--- src/design/sfm_defines.svh ---
// Supply fault monitor: command codes, field positions and constants.
// Assumes inclusion by bare name from the design files.
`ifndef SFM_DEFINES_SVH
`define SFM_DEFINES_SVH

// ==========================================================================
// Command codes of the register port
`define SFM_CMD_FAULT     8'h00
`define SFM_CMD_LATCH_EN  8'h01
`define SFM_CMD_LATCHED   8'h02
`define SFM_CMD_FAULT_SUM 8'h03
`define SFM_CMD_IO        8'h04
`define SFM_CMD_MON       8'h05
`define SFM_CMD_OV_BASE   8'h10
`define SFM_CMD_UV_BASE   8'h18
`define SFM_CMD_RES_BASE  8'h20

// ==========================================================================
// Channel count and fault vector layout
`define SFM_NUM_CH     3'd6
`define SFM_NUM_FLT    14
`define SFM_FLT_TRIM1  12
`define SFM_FLT_TRIM0  13
`define SFM_CH1A       3
`define SFM_CH0A       5

// ==========================================================================
// I/O control word fields
`define SFM_IO_FN0_LSB  0
`define SFM_IO_FN1_LSB  2
`define SFM_IO_VAL0     4
`define SFM_IO_VAL1     5
`define SFM_IO_ALERT    6
`define SFM_IO_OVR      7
`define SFM_IO_ALARM_RB 8

// ==========================================================================
// Limit values that can never trip, reset values, strap settle time
`define SFM_OV_OFF     15'h3fff
`define SFM_UV_OFF     15'h4000
`define SFM_STRAP_WAIT 2'h3
`define SFM_MON_RST    6'h00

`endif

--- src/design/sfm_pkg.sv ---
// Supply fault monitor: shared types.
// Assumes nothing beyond a SystemVerilog compiler.
package sfm_pkg;

	// ======================================================================
	// Scalar types
	typedef logic [2:0]  sfm_chan_t;
	typedef logic [7:0]  sfm_cmd_t;
	typedef logic [15:0] sfm_word_t;

	// ======================================================================
	// General-purpose pin functions
	typedef enum logic [1:0] {
		SFM_FN_OFF  = 2'b00,
		SFM_FN_FLAG = 2'b01,
		SFM_FN_OUT  = 2'b10,
		SFM_FN_IN   = 2'b11
	} sfm_pin_fn_e;

endpackage

--- src/design/sfm_sync.sv ---
// Two-stage synchroniser for pin levels.
// Assumes the inputs are asynchronous to clk_i.
`timescale 1ns/10ps
`default_nettype none

module sfm_sync #(
	parameter int W = 1
) (
	// Clock and reset
	input  wire logic         clk_i,
	input  wire logic         rst_n_i,
	// Levels
	input  wire logic [W-1:0] d_i,
	output logic      [W-1:0] q_o
);

	logic [W-1:0] meta_q;

	// ======================================================================
	// First stage is read only by the second
	always_ff @(posedge clk_i or negedge rst_n_i) begin
		if (!rst_n_i) begin
			meta_q <= '0;
			q_o    <= '0;
		end else begin
			meta_q <= d_i;
			q_o    <= meta_q;
		end
	end

endmodule
`default_nettype wire

--- src/design/sfm_limit_mem.sv ---
// Small limit store with one write port and a registered read port.
// Assumes the host programs every word before the contents are used.
`timescale 1ns/10ps
`default_nettype none

module sfm_limit_mem #(
	parameter int W  = 15,
	parameter int AW = 3
) (
	// Clock
	input  wire logic          clk_i,
	// Write port
	input  wire logic          wr_en_i,
	input  wire logic [AW-1:0] wr_addr_i,
	input  wire logic [W-1:0]  wr_data_i,
	// Read port, data one cycle after the address
	input  wire logic [AW-1:0] rd_addr_i,
	output logic      [W-1:0]  rd_data_o
);

	logic [W-1:0] mem_q [2**AW];

	// ======================================================================
	// No reset: limits have no defined value until written
	always_ff @(posedge clk_i) begin
		if (wr_en_i) begin
			mem_q[wr_addr_i] <= wr_data_i;
		end
		rd_data_o <= mem_q[rd_addr_i];
	end

endmodule
`default_nettype wire

--- src/design/sfm_supply_fault_monitor.sv ---
// Supply fault monitor: limit checks, fault latching, alarm and GP pins.
// Assumes a decoded command port from the serial interface, results from
// the conversion sequencer, and open-drain pads resolved outside.
`timescale 1ns/10ps
`default_nettype none
`include "sfm_defines.svh"

// Summary of operation
// - Fourteen faults: six UV, six OV, two trim
// - OV flag set above limit, else cleared
// - OV limit 3fff never trips
// - UV flag set below limit, else cleared
// - UV limit 4000 never trips
// - Fifteen-bit signed values, signed compares
// - Flags update only for selected channels
// - Trim code at end stop sets fault
// - Fault status read has no side effects
// - Window flag when no voltage fault
// - Trim flag when either trim fault
// - Enabled fault sets latch same cycle
// - Clearing enable clears latch at once
// - Latched status read clears all latches
// - Summary read reports any latch, no clear
// - Enabled alarm pulls low on any latch
// - Function 10: open-drain output of value
// - Function 11: input, level read back
// - Reset: outputs at inverse of strap
// - Pin levels readable whatever the function
// - Servo channel faults offered as triggers
// - Override blocks conversions, host writes results
module sfm_supply_fault_monitor
	import sfm_pkg::*;
#(
	parameter int RES_W  = 15,
	parameter int TRIM_W = 8
) (
	// Clock and reset
	input  wire logic                clk_i,
	input  wire logic                rst_n_i,
	// Conversion results from the sequencer
	input  wire logic                conv_valid_i,
	input  wire sfm_pkg::sfm_chan_t  conv_chan_i,
	input  wire logic [RES_W-1:0]    conv_result_i,
	input  wire logic                pass_done_i,
	// Trim current codes
	input  wire logic [TRIM_W-1:0]   trim0_code_i,
	input  wire logic [TRIM_W-1:0]   trim1_code_i,
	// Decoded command port
	input  wire sfm_pkg::sfm_cmd_t   reg_addr_i,
	input  wire logic                reg_wr_i,
	input  wire logic                reg_rd_i,
	input  wire sfm_pkg::sfm_word_t  reg_wdata_i,
	output sfm_pkg::sfm_word_t       reg_rdata_o,
	// Sequencer controls
	output logic [5:0]               conv_select_o,
	output logic                     result_write_override_o,
	// Servo restart triggers
	output logic                     servo_fault_ch0_o,
	output logic                     servo_fault_ch1_o,
	// Strap and open-drain pins
	input  wire logic                port_default_strap_i,
	input  wire logic                gp0_i,
	output logic                     gp0_o,
	output logic                     gp0_oe_o,
	input  wire logic                gp1_i,
	output logic                     gp1_o,
	output logic                     gp1_oe_o,
	input  wire logic                alarm_i,
	output logic                     alarm_out_n_o,
	output logic                     alarm_oe_o
);

	localparam int NF = `SFM_NUM_FLT;

	// ======================================================================
	// Elaboration checks
	if (RES_W < 2 || RES_W > 16) begin : g_bad_res
		$error("RES_W must lie in 2..16");
	end
	if (TRIM_W < 1 || TRIM_W > 16) begin : g_bad_trim
		$error("TRIM_W must lie in 1..16");
	end

	// ======================================================================
	// Helper functions
	function automatic logic in_win(input sfm_cmd_t a, input sfm_cmd_t b);
		return (a[7:3] == b[7:3]) && (a[2:0] < `SFM_NUM_CH);
	endfunction

	function automatic logic at_stop(input logic [TRIM_W-1:0] t);
		return (t == '0) || (t == '1);
	endfunction

	// Open-drain pull request for one pin
	function automatic logic pin_pull(input sfm_pin_fn_e fn,
		input logic flag, input logic val);
		return ((fn == SFM_FN_FLAG) && !flag) ||
			((fn == SFM_FN_OUT) && !val);
	endfunction

	// ======================================================================
	// State
	logic [NF-1:0]     inst_q;
	logic [NF-1:0]     en_q;
	logic [NF-1:0]     la_q;
	logic [5:0]        sel_q;
	sfm_pin_fn_e       fn0_q;
	sfm_pin_fn_e       fn1_q;
	logic              val0_q;
	logic              val1_q;
	logic              alarm_en_n_q;
	logic              ovr_q;
	logic [1:0]        strap_cnt_q;
	logic              upd_v_q;
	sfm_chan_t         upd_ch_q;
	logic [RES_W-1:0]  upd_res_q;
	logic [3:0]        pin_s;
	logic [RES_W-1:0]  ov_lim;
	logic [RES_W-1:0]  uv_lim;

	// ======================================================================
	// Pin synchronisers: strap, gp0, gp1, alarm
	sfm_sync #(
		.W (4)
	) u_sync (
		.clk_i   (clk_i),
		.rst_n_i (rst_n_i),
		.d_i     ({alarm_i, gp1_i, gp0_i, port_default_strap_i}),
		.q_o     (pin_s)
	);

	// ======================================================================
	// Command decode
	wire wr_en  = reg_wr_i && (reg_addr_i == `SFM_CMD_LATCH_EN);
	wire wr_io  = reg_wr_i && (reg_addr_i == `SFM_CMD_IO);
	wire wr_mon = reg_wr_i && (reg_addr_i == `SFM_CMD_MON);
	wire wr_ov  = reg_wr_i && in_win(reg_addr_i, `SFM_CMD_OV_BASE);
	wire wr_uv  = reg_wr_i && in_win(reg_addr_i, `SFM_CMD_UV_BASE);
	wire rd_la  = reg_rd_i && (reg_addr_i == `SFM_CMD_LATCHED);
	wire wr_res = reg_wr_i && ovr_q &&
		in_win(reg_addr_i, `SFM_CMD_RES_BASE);
	wire strap_busy = (strap_cnt_q != `SFM_STRAP_WAIT);

	// ======================================================================
	// Result acceptance
	// sequencer gated
	wire conv_hit = conv_valid_i && !ovr_q && (conv_chan_i < `SFM_NUM_CH)
		&& sel_q[conv_chan_i];
	wire host_hit = wr_res && sel_q[reg_addr_i[2:0]];
	wire acc      = conv_hit || host_hit;
	wire sfm_chan_t acc_ch = conv_hit ? conv_chan_i : reg_addr_i[2:0];
	wire [RES_W-1:0] acc_res = conv_hit ? conv_result_i :
		reg_wdata_i[RES_W-1:0];

	// Limit stores, read aligned with the staged result
	// limits unreset
	sfm_limit_mem #(
		.W  (RES_W),
		.AW (3)
	) u_ov_mem (
		.clk_i     (clk_i),
		.wr_en_i   (wr_ov),
		.wr_addr_i (reg_addr_i[2:0]),
		.wr_data_i (reg_wdata_i[RES_W-1:0]),
		.rd_addr_i (acc_ch),
		.rd_data_o (ov_lim)
	);

	sfm_limit_mem #(
		.W  (RES_W),
		.AW (3)
	) u_uv_mem (
		.clk_i     (clk_i),
		.wr_en_i   (wr_uv),
		.wr_addr_i (reg_addr_i[2:0]),
		.wr_data_i (reg_wdata_i[RES_W-1:0]),
		.rd_addr_i (acc_ch),
		.rd_data_o (uv_lim)
	);

	// Stage the result so it meets its limits a cycle later
	always_ff @(posedge clk_i or negedge rst_n_i) begin
		if (!rst_n_i) begin
			upd_v_q   <= 1'b0;
			upd_ch_q  <= '0;
			upd_res_q <= '0;
		end else begin
			upd_v_q   <= acc;
			upd_ch_q  <= acc_ch;
			upd_res_q <= acc_res;
		end
	end

	// ======================================================================
	// Limit comparisons
	// signed compare
	wire ov_hit = $signed(upd_res_q) > $signed(ov_lim);
	wire uv_hit = $signed(upd_res_q) < $signed(uv_lim);

	// ======================================================================
	// Fault vector update masks and new values
	logic [NF-1:0] upd_mask;
	logic [NF-1:0] new_val;
	for (genvar c = 0; c < 6; c++) begin : g_ch
		wire hit = upd_v_q && (upd_ch_q == 3'(c));
		assign upd_mask[2*c]   = hit;
		assign new_val[2*c]    = uv_hit;
		assign upd_mask[2*c+1] = hit;
		assign new_val[2*c+1]  = ov_hit;
	end
	assign upd_mask[`SFM_FLT_TRIM1] = pass_done_i;
	assign new_val[`SFM_FLT_TRIM1]  = at_stop(trim1_code_i);
	assign upd_mask[`SFM_FLT_TRIM0] = pass_done_i;
	assign new_val[`SFM_FLT_TRIM0]  = at_stop(trim0_code_i);

	wire [NF-1:0] set_ev = upd_mask & new_val;
	wire [NF-1:0] inst_d = (inst_q & ~upd_mask) | set_ev;
	wire [NF-1:0] en_d   = wr_en ? reg_wdata_i[NF-1:0] : en_q;
	wire [NF-1:0] la_d   = en_d & ((la_q & ~{NF{rd_la}}) | set_ev);

	always_ff @(posedge clk_i or negedge rst_n_i) begin
		if (!rst_n_i) begin
			inst_q <= '0;
			en_q   <= '0;
			la_q   <= '0;
		end else begin
			inst_q <= inst_d;
			en_q   <= en_d;
			la_q   <= la_d;
		end
	end

	// ======================================================================
	// Control registers: monitor select and I/O control
	always_ff @(posedge clk_i or negedge rst_n_i) begin
		if (!rst_n_i) begin
			sel_q        <= `SFM_MON_RST;
			fn0_q        <= SFM_FN_OUT;
			fn1_q        <= SFM_FN_OUT;
			alarm_en_n_q <= 1'b1;
			ovr_q        <= 1'b0;
		end else begin
			if (wr_mon) begin
				sel_q <= reg_wdata_i[5:0];
			end
			if (wr_io) begin
				fn0_q <= sfm_pin_fn_e'(reg_wdata_i[`SFM_IO_FN0_LSB +: 2]);
				fn1_q <= sfm_pin_fn_e'(reg_wdata_i[`SFM_IO_FN1_LSB +: 2]);
				alarm_en_n_q <= reg_wdata_i[`SFM_IO_ALERT];
				ovr_q <= reg_wdata_i[`SFM_IO_OVR];
			end
		end
	end

	// Pin values: inverted strap copy after reset, host writes afterwards
	// inverse strap default
	always_ff @(posedge clk_i or negedge rst_n_i) begin
		if (!rst_n_i) begin
			strap_cnt_q <= '0;
			val0_q      <= 1'b1;
			val1_q      <= 1'b1;
		end else if (strap_busy) begin
			strap_cnt_q <= strap_cnt_q + 2'h1;
			val0_q      <= !pin_s[0];
			val1_q      <= !pin_s[0];
		end else if (wr_io) begin
			val0_q <= reg_wdata_i[`SFM_IO_VAL0];
			val1_q <= reg_wdata_i[`SFM_IO_VAL1];
		end
	end

	// ======================================================================
	// Summary flags and pin drive
	// no voltage fault
	wire in_window = ~|inst_q[11:0];
	wire trim_flag = inst_q[`SFM_FLT_TRIM1] | inst_q[`SFM_FLT_TRIM0];
	wire any_la    = |la_q;

	// Pads only ever pull low; release lets the pull-up win
	// open-drain value
	always_ff @(posedge clk_i or negedge rst_n_i) begin
		if (!rst_n_i) begin
			gp0_oe_o   <= 1'b0;
			gp1_oe_o   <= 1'b0;
			alarm_oe_o <= 1'b0;
			servo_fault_ch0_o <= 1'b0;
			servo_fault_ch1_o <= 1'b0;
		end else begin
			gp0_oe_o   <= pin_pull(fn0_q, in_window, val0_q);
			gp1_oe_o   <= pin_pull(fn1_q, trim_flag, val1_q);
			alarm_oe_o <= !alarm_en_n_q && any_la;
			servo_fault_ch0_o <= |inst_q[2*`SFM_CH0A +: 2];
			servo_fault_ch1_o <= |inst_q[2*`SFM_CH1A +: 2];
		end
	end

	assign gp0_o                   = 1'b0;
	assign gp1_o                   = 1'b0;
	assign alarm_out_n_o           = 1'b0;
	assign conv_select_o           = sel_q;
	assign result_write_override_o = ovr_q;

	// ======================================================================
	// Read data
	// live pin levels
	wire sfm_word_t io_word = {7'h00, pin_s[3], ovr_q, alarm_en_n_q,
		pin_s[2], pin_s[1], fn1_q, fn0_q};
	wire sfm_word_t rd_sel =
		(reg_addr_i == `SFM_CMD_FAULT)     ? {2'h0, inst_q} :
		(reg_addr_i == `SFM_CMD_LATCH_EN)  ? {2'h0, en_q} :
		(reg_addr_i == `SFM_CMD_LATCHED)   ? {2'h0, la_q} :
		(reg_addr_i == `SFM_CMD_FAULT_SUM) ? {15'h0000, any_la} :
		(reg_addr_i == `SFM_CMD_IO)        ? io_word :
		(reg_addr_i == `SFM_CMD_MON)       ? {10'h000, sel_q} :
		16'h0000;

	// Read word holds until the next read
	always_ff @(posedge clk_i or negedge rst_n_i) begin
		if (!rst_n_i) begin
			reg_rdata_o <= '0;
		end else if (reg_rd_i) begin
			reg_rdata_o <= rd_sel;
		end
	end
endmodule
`default_nettype wire

--- config.mk ---
export PLATFORM = sky130hd
export DESIGN_NAME = sfm_supply_fault_monitor
export DESIGN_NICKNAME = d
export VERILOG_FILES = /design/src/design/sfm_pkg.sv /design/src/design/sfm_sync.sv /design/src/design/sfm_limit_mem.sv /design/src/design/sfm_supply_fault_monitor.sv
export VERILOG_INCLUDE_DIRS = /design/src /design/src/design
export SDC_FILE = /design/constraint.sdc
export NUM_CORES = 1
export LEC_CHECK = 0
export BUFFER_PORTS_ARGS = -buffer_cell sky130_fd_sc_hd__buf_2
export CAP_MARGIN = 20
export CORE_MARGIN = 3
export CORE_UTILIZATION = 60
export DETAILED_ROUTE_END_ITERATION = 10
export PLACE_DENSITY = 0.87
export SYNTH_ARGS = -nofsm -noshare
export SYNTH_HDL_FRONTEND = slang
export SYNTH_SLANG_ARGS = --single-unit
--- constraint.sdc ---
create_clock -name clk_i -period 2.8 [get_ports clk_i]
set_input_delay 0.56 -clock clk_i [delete_from_list [all_inputs] [get_ports clk_i]]
set_output_delay 0.56 -clock clk_i [all_outputs]
set_load 0.02 [all_outputs]
==> results of run 1 <==
[registers in the layout, summed over array words and instances, names as in the netlist, 2 cells and up, named ones only]
| signal | count |
|---|---|
| u_ov_mem.mem_q | 120 |
| u_uv_mem.mem_q | 120 |
| u_ov_mem.rd_data_o | 15 |
| u_uv_mem.rd_data_o | 15 |
| upd_res_q | 15 |
| en_q | 14 |
| la_q | 14 |
| reg_rdata_o | 14 |
| conv_select_o | 6 |
| u_sync.meta_q | 4 |
| u_sync.q_o | 4 |
| upd_ch_q | 3 |
| fn0_q | 2 |
| fn1_q | 2 |
| strap_cnt_q | 2 |
[worst max-delay path by stage]
stage                                        from  slack, ns  cells past startpoint                      to
final                     result_write_override_o       0.23                      8   u_ov_mem.rd_data_o[3]
after global routing      result_write_override_o       0.15                      8   u_ov_mem.rd_data_o[8]
after CTS                 result_write_override_o       0.24                      8  u_uv_mem.rd_data_o[10]
after detailed placement           conv_chan_i[2]      -0.02                      9  u_uv_mem.rd_data_o[10]
after global placement             conv_chan_i[2]       0.08                      9   u_uv_mem.rd_data_o[0]
after floorplan                     reg_addr_i[0]      -0.16                      6    u_ov_mem.mem_q[3][0]
[layout by cell type, fill, tap and decap left out, types with 20 or more instances in the layout]
cell type	count
sky130_fd_sc_hd__nor2_1	28
sky130_fd_sc_hd__buf_4	35
sky130_fd_sc_hd__dfxtp_1	30
sky130_fd_sc_hd__conb_1	65
sky130_fd_sc_hd__buf_12	20
sky130_fd_sc_hd__a222oi_1	30
sky130_fd_sc_hd__clkbuf_16	41
sky130_fd_sc_hd__mux2_2	102
sky130_fd_sc_hd__mux2i_1	102
sky130_fd_sc_hd__edfxtp_1	240
sky130_fd_sc_hd__o21ai_0	33
sky130_fd_sc_hd__nand2_1	59
sky130_fd_sc_hd__inv_1	56
sky130_fd_sc_hd__a21oi_1	22
sky130_fd_sc_hd__ha_1	30
sky130_fd_sc_hd__buf_2	91
sky130_fd_sc_hd__dfrtp_1	99
[synthesized netlist by cell type (18+ instances only)]
cell type,count,area [µm²]
sky130_fd_sc_hd__nand2_1,59,221.5
sky130_fd_sc_hd__mux2_2,102,1149
sky130_fd_sc_hd__nor2_1,30,112.6
sky130_fd_sc_hd__dfxtp_1,30,600.6
sky130_fd_sc_hd__dfrtp_1,99,2477
sky130_fd_sc_hd__o21ai_0,33,165.2
sky130_fd_sc_hd__a222oi_1,30,300.3
sky130_fd_sc_hd__edfxtp_1,240,7207
sky130_fd_sc_hd__mux2i_1,103,1031
sky130_fd_sc_hd__a21oi_1,22,110.1
sky130_fd_sc_hd__ha_1,30,375.4
sky130_fd_sc_hd__nor2b_1,18,112.6
sky130_fd_sc_hd__inv_1,56,210.2
[layout make-up]
type / instances / area (µm²)
clock inverter: 10 / 110.1
inverter: 57 / 214.0
timing repair buffer: 147 / 1129
clock buffer: 58 / 1110
fill: 1563 / 7068
multi-input combinational: 618 / 4795
tap: 330 / 412.9
sequential: 374 / 10420
[kinds of logic (layout without fill, tap and decap cells)]
| kind of cell | count (synthesis) | in the layout | synth area share |
|---|---|---|---|
| DFF | 374 | 374 | 0.6743 |
| xor gates and xnor gates | 1 | 1 | 0.0005671 |
| and+or+nand+nor | 165 | 165 | 0.05257 |
| muxes | 207 | 207 | 0.1440 |
| buffers and inverters | 103 | 272 | 0.03442 |
| adders and majority gates | 30 | 30 | 0.02430 |
| AOI/OAI and AO/OA | 150 | 150 | 0.06958 |
| other | 1 | 65 | 0.0002428 |
[stage by stage]
stage | instance area, µm² | TNS [ns] | setup slack [ns] | hold WS [ns]
final | 18190 | 0 | 0.2322 | 0.1415
after global routing | 18190 | 0 | 0.1474 | 0.1339
after CTS | 18190 | 0 | 0.2441 | 0.1292
after detailed placement | 16960 | -0.03028 | -0.02450 | 0.3362
after global placement | 16960 | 0 | 0.07745 | 0.3326
after floorplan | 15700 | -13.51 | -0.1558 | 0.2644
[power by group]
part / leakage [nW] / switching (mW) / internal [mW]
clock network: 0.594 / 2.03 / 2.93
registers: 3.80 / 0.121 / 6.12
logic: 2.99 / 0.642 / 0.437
total: 7.38 / 2.79 / 9.48
[timing repair]
action                                 in CTS  in global routing
hold buffers                                1                  0
buffers inserted                            0                  0
endpoints found under the hold margin      14                  0
[layer usage]
metal  part of all wire  up-vias  track usage
li1                   -     4274            -
met1               0.39     4900       0.3547
met2               0.50      485       0.4585
met3              0.074      103      0.04557
met4              0.036        0       0.1094
met5                  0        -            0
==> qor.json, run 1 <==
{
  "power_per_cell_area_nw_per_um2": 674.8,
  "netlist_instances": 1031,
  "clock-sinks": 374,
  "global_route.overflow_total": 0,
  "clkTransAtPathRegs_ns": 0.06,
  "path_max_fanout": 19,
  "hold_path_depth": 1,
  "max-clock-path-buffers": 3,
  "layout.nets": 1333,
  "rsz0062_at_grt": "false",
  "antenna_found_initial": 1,
  "critical_path.most_common_cell": "sky130_fd_sc_hd__buf_4",
  "worst_stage_delay_on_the_critical_path_ns": 0.74,
  "layout-drive-gt1-share": 0.2555,
  "drt_first_pass_iters": 8,
  "crit-reg2reg-capture": "u_ov_mem.rd_data_o[3]",
  "area_of_the_placeable_core_um2": 25250,
  "ir_drop_uv": 511.8,
  "synth_area_per_cell_um2": 14.98,
  "finalMaxSlewViolations": 0,
  "worst_reg_to_reg_path_cell_count": 8,
  "buffer_ports.inserted": 92,
  "finalPower_mw": 12.27,
  "critPathCaptureType": "flip-flop",
  "crit_family": "multiplexers",
  "asyncSetResetFlopFracSynth": 0.2781,
  "vias_per_cell": 6.124,
  "min_delay_worst_endpoint": "u_sync.meta_q[3]",
  "tritoncts.num_buffers": 37,
  "worst_setup_path_start_kind": "flip-flop",
  "wirelength_mm": 37.79,
  "period_minus_slack_ns": 2.568,
  "synth_enable_flop_cells": 240,
  "utilization": 0.7201,
  "post_cts_resized": 0,
  "finalHoldViolCount": 0,
  "floorplan.io_pins": 99,
  "post-dp-hpwl_mm": 23.42,
  "post_synth_instance_area_um2": 15450,
  "dieWidth_um": 166.5,
  "stdcell_count": 1594,
  "post_drt_wl_per_cell_um": 23.71,
  "cts-htree-levels": 2,
  "ffs_latches_synth": 374,
  "grt.total_usage": 0.2713,
  "max_cap_violations": 0,
  "cp_data_arrival_time_ns": 3.00,
  "rr_startpoint": "result_write_override_o",
  "diodes": 0,
  "worst_slew_pin_slew_ns": 0.8929,
  "grt_max_degree": 65,
  "fin_worst_skew_ns": 0.01810,
  "cp_num_buf_inv": 2,
  "hold_path.startpoint": "alarm_i",
  "synth_warnings": 0,
  "timing.slew.headroom": 0.3920,
  "run_status": "completed",
  "place.detailed.instances": 1525,
  "ys_seq_area_frac": 0.6743,
  "die_span_y_um": 166.5,
  "vias_in_the_first_global_route": 10260,
  "initialDrtViolationCount": 1176,
  "worstSetupPathType": "reg2reg",
  "p_leak_nw": 7.384,
  "area_delta_synth_final_pct": 17.73,
  "floorplan.initialDensity": 0.6117,
  "detail-route-antenna-nets": 0,
  "r2r_setup_slack_ns": 0.23,
  "clock_tree.root_cell": "sky130_fd_sc_hd__clkbuf_16",
  "timing.final.setup_violations": 0,
  "die-area_um2": 27710,
  "cts_tree": "done",
  "path_cells": "nand2b_1 > a211o_1 > nor2_1 > buf_4 > mux2i_4 > buf_4 > a222oi_1 > mux2i_1",
  "synth_cell_types": 60,
  "cp.required_ns": 3.23,
  "cpMaxStageDelayCell": "sky130_fd_sc_hd__mux2i_4",
  "synth-main-ff-cell": "sky130_fd_sc_hd__edfxtp_1",
  "hold_class": "in2reg",
  "grt_pass1_wl_mm": 57.94,
  "achievable-frequency_mhz": 389.4,
  "number_of_remaining_drc_errors": 0,
  "gpl_congestion": 0.9550,
  "final_cycle_share": 0.9171,
  "detailroute.via_count": 9762,
  "rows": 58,
  "clock_insertion_delay_at_the_later_pin_of_the_skew_report_ns": 0.52
}
Power figures use the tool's default switching activity.
==> run 2: changes to the inputs <==
--- a/config.mk
+++ b/config.mk
@@ -11,6 +11,7 @@
 export CORE_MARGIN = 3
 export CORE_UTILIZATION = 60
 export DETAILED_ROUTE_END_ITERATION = 10
+export GPL_TIMING_DRIVEN = 0
 export PLACE_DENSITY = 0.87
 export SYNTH_ARGS = -nofsm -noshare
 export SYNTH_HDL_FRONTEND = slang
==> run 2 against run 1 <==
- the flow now finishes with violations (negative setup slack)
- combinational power hardly changed
- sequential power about the same
- cell area fell by 0.34%
- clock skew is 0.0057 ns lower
- worst setup slack got worse by 0.26 ns
- worst hold slack lost 0.070 ns
- sequential share of layout area grew 0.20 points
- critical endpoint is now u_ov_mem.rd_data_o[7]
- largest cell class unchanged
- largest power group unchanged
==> qor.json, run 2 (same netlist as run 1, synthesis figures left out) <==
{
  "place_worst_setup_slack": {"value": -1.042, "unit": "ns", "change": "was -0.02450 ns"},
  "clock_insertion_delay_at_the_later_pin_of_the_skew_report": {"value": 0.52, "unit": "ns", "change": "about the same"},
  "hold_class": {"value": "in2async", "change": "was in2reg"},
  "buffer_ports.inserted": {"value": 90, "change": "was 92"},
  "run_status": {"value": "finished, violations left", "change": "was completed"},
  "detailroute.via_count": {"value": 9733, "change": "was 9,762"},
  "layout.nets": {"value": 1343, "change": "was 1,333"},
  "cp.required": {"value": 3.16, "unit": "ns", "change": "was 3.23 ns"},
  "internal-power": {"value": 9.340, "unit": "mW", "change": "was 9.484 mW"},
  "finalMaxSlewViolations": {"value": 0, "change": "unchanged"},
  "die-area": {"value": 27710, "unit": "µm²", "change": "unchanged"},
  "stdcell_count": {"value": 1604, "change": "was 1,594"},
  "rsz0062_at_grt": {"value": "true", "change": "was false"},
  "finalHoldViolCount": {"value": 0, "change": "unchanged"},
  "worst_stage_delay_on_the_critical_path": {"value": 0.61, "unit": "ns", "change": "was 0.74 ns"},
  "pwr-share-clk": {"value": 0.399, "change": "was 0.404"},
  "drt_first_pass_iters": {"value": 5, "change": "was 8"},
  "wirelength": {"value": 38.13, "unit": "mm", "change": "was 37.79 mm"},
  "cp_num_buf_inv": {"value": 1, "change": "was 2"},
  "detailed_place.area": {"value": 16690, "unit": "µm²", "change": "was 16,960 µm²"},
  "utilization": {"value": 0.7176, "change": "was 0.7201"},
  "vias_in_the_first_global_route": {"value": 10170, "change": "was 10,260"},
  "area_of_the_placeable_core": {"value": 25250, "unit": "µm²", "change": "unchanged"},
  "grt_pass1_wl": {"value": 58.39, "unit": "mm", "change": "was 57.94 mm"},
  "layout_commonest_cell": {"value": "sky130_fd_sc_hd__edfxtp_1", "change": "unchanged"},
  "critPathCaptureType": {"value": "flip-flop", "change": "unchanged"},
  "gpl_congestion": {"value": 0.9264, "change": "was 0.9550"},
  "achievable-frequency": {"value": 353.2, "unit": "MHz", "change": "was 389.4 MHz"},
  "ir_drop": {"value": 506.8, "unit": "µV", "change": "was 511.8 µV"},
  "worst_setup_path_start_kind": {"value": "flip-flop", "change": "unchanged"},
  "number_of_remaining_drc_errors": {"value": 0, "change": "unchanged"},
  "timing.slew.headroom": {"value": 0.3872, "change": "was 0.3920"},
  "tritoncts.num_buffers": {"value": 37, "change": "unchanged"},
  "path_cells": {"value": "nand2b_1 > or4b_4 > o21ai_4 > o22ai_1 > clkbuf_1 > a222oi_1 > mux2i_1", "change": "was nand2b_1 > a211o_1 > nor2_1 > buf_4 > mux2i_4 > buf_4 > a222oi_1 > mux2i_1"},
  "p_switching": {"value": 2.853, "unit": "mW", "change": "was 2.788 mW"},
  "sequentialPowerShare": {"value": 0.512, "change": "was 0.508"},
  "vias_per_cell": {"value": 6.068, "change": "was 6.124"},
  "final_cycle_share": {"value": 1.011, "change": "was 0.9171"},
  "worstSetupPathType": {"value": "reg2reg", "change": "unchanged"},
  "violations": "negative setup slack",
  "grt.total_usage": {"value": 0.2754, "change": "was 0.2713"},
  "max_cap_violations": {"value": 0, "change": "unchanged"},
  "die_span_y": {"value": 166.5, "unit": "µm", "change": "unchanged"},
  "antenna_found_initial": {"value": 0, "change": "was 1"},
  "biggestRegsByFlops": {"value": "u_ov_mem.mem_q: 120 flops, u_uv_mem.mem_q: 120 flops", "change": "unchanged"},
  "power_frac_comb": {"value": 0.089, "change": "was 0.088"},
  "diodes": {"value": 0, "change": "unchanged"},
  "global_route.overflow_total": {"value": 0, "change": "unchanged"},
  "dieWidth": {"value": 166.5, "unit": "µm", "change": "unchanged"},
  "clock_tree.root_cell": {"value": "sky130_fd_sc_hd__clkbuf_16", "change": "unchanged"},
  "ctsHoldBuffers": {"value": 0, "change": "was 1"},
  "initialDrtViolationCount": {"value": 1229, "change": "was 1,176"},
  "finalWorstSetupSlack": {"value": -0.03119, "unit": "ns", "change": "was 0.2322 ns"},
  "power_per_cell_area": {"value": 672.7, "unit": "nW/µm²", "change": "was 674.8 nW/µm²"},
  "period_minus_slack": {"value": 2.831, "unit": "ns", "change": "was 2.568 ns"},
  "combined_area_of_the_multi_input_logic_cells": {"value": 4853, "unit": "µm²", "change": "was 4795 µm²"},
  "cts-htree-levels": {"value": 2, "change": "unchanged"},
  "path_max_fanout": {"value": 10, "change": "was 19"},
  "floorplan.initialDensity": {"value": 0.6117, "change": "unchanged"},
  "p_leak": {"value": 7.356, "unit": "nW", "change": "was 7.384 nW"},
  "post_drt_wl_per_cell": {"value": 23.77, "unit": "µm", "change": "was 23.71 µm"},
  "finalPower": {"value": 12.19, "unit": "mW", "change": "was 12.27 mW"},
  "area_delta_synth_final": {"value": 17.33, "unit": "%", "change": "was 17.73%"},
  "commonest_cells_after_routing_fill_and_taps_aside": {"value": "sky130_fd_sc_hd__edfxtp_1 (240), sky130_fd_sc_hd__mux2i_1 (102), sky130_fd_sc_hd__mux2_2 (102)", "change": "unchanged"},
  "switching_share_of_power": {"value": 0.2340, "change": "was 0.2272"},
  "layout-drive-gt1-share": {"value": 0.2567, "change": "was 0.2555"},
  "clkTransAtPathRegs": {"value": 0.07, "unit": "ns", "change": "was 0.06 ns"},
  "rows": {"value": 58, "change": "unchanged"},
  "fin_worst_skew": {"value": 0.01235, "unit": "ns", "change": "was 0.01810 ns"},
  "postLayoutCellArea": {"value": 18120, "unit": "µm²", "change": "was 18,190 µm²"},
  "filler_cell_count": {"value": 1587, "change": "was 1,563"},
  "max-clock-path-buffers": {"value": 3, "change": "unchanged"},
  "post-dp-hpwl": {"value": 24.64, "unit": "mm", "change": "was 23.42 mm"},
  "worst_slew_pin_slew": {"value": 0.9093, "unit": "ns", "change": "was 0.8929 ns"},
  "floorplan.io_pins": {"value": 99, "change": "unchanged"},
  "detail-route-antenna-nets": {"value": 0, "change": "unchanged"},
  "clock-sinks": {"value": 374, "change": "unchanged"},
  "regArea": {"value": 10420, "unit": "µm²", "change": "unchanged"},
  "crit_family": {"value": "compound AO/OA/AOI/OAI gates", "change": "was multiplexers"},
  "place.detailed.instances": {"value": 1522, "change": "was 1,525"},
  "cpMaxStageDelayCell": {"value": "sky130_fd_sc_hd__a222oi_1", "change": "was sky130_fd_sc_hd__mux2i_4"},
  "grt_max_degree": {"value": 60, "change": "was 65"},
  "timing.final.setup_violations": {"value": 1, "change": "was 0"},
  "cp_data_arrival_time": {"value": 3.20, "unit": "ns", "change": "was 3.00 ns"},
  "cts_tree": {"value": "done", "change": "unchanged"}
}
## run 2: cell types whose count changed in the layout (fill, tap and decap cells not counted), sizes merged
cell,change
clkbuf,+12
buf,-7
clkinv,+5
clkinvlp,+1
dlygate4sd3,-1
## run 2: per-layer routing
metal,vias up,wire length (µm),share of wire,track usage
li1,4277,-,-,-
met1,4855,14350,0.38,0.3488
met2,487,19280,0.51,0.4700
met3,114,2815,0.074,0.04083
met4,0,1683,0.044,0.1349
met5,-,0,0,0
## run 2: stage by stage
step	setup TNS [ns]	hold slack [ns]
global route	-0.1502	0.1016
finish	-0.03119	0.07105
CTS	-0.8370	0.09065
floorplan	-13.51	0.2644
global placement	-193.36	0.3314
detailed placement	-119.42	0.3371
## run 2: layout make-up
cell class | instances | share of cell area
flip-flops and latches | 374 | 0.5747
multi-input cells | 618 | 0.2678
clock buffers | 52 | 0.05765
repair buffers | 112 | 0.03990
well taps | 330 | 0.02278
plain buffers | 45 | 0.01823
inverters | 57 | 0.01181
clock inverters | 16 | 0.007111
## run 2: worst paths after layout
path	startpoint	to	slack [ns]	depth (start not counted)
max	result_write_override_o	u_ov_mem.rd_data_o[7]	-0.03	7
min	rst_n_i	reg_rdata_o[11]	0.07	1
max reg2reg	result_write_override_o	u_ov_mem.rd_data_o[7]	-0.03	7
min reg2reg	u_sync.meta_q[0]	u_sync.q_o[0]	0.34	0
max in group asynchronous	rst_n_i	val0_q	1.95	2
min in group clk_i	alarm_i	u_sync.meta_q[3]	0.15	1
## run 2: power by group through the flow
stage                     Combinational, mW  Sequential (mW)  Clock, mW
after global routing                   1.18             6.26       5.09
after CTS                              1.07             6.23       4.87
after global placement                0.999             6.33          0
after detailed placement               1.05             6.34          0
after floorplan                       0.621             6.33          0
final                                  1.09             6.24       4.86
## run 2: timing repair
item,CTS,global route
endpoints found under the hold margin,0,0
setup buffers,6,8
setup endpoints to repair,119,143
cloned,0,0
resized for setup,12,14
pin swaps,5,4
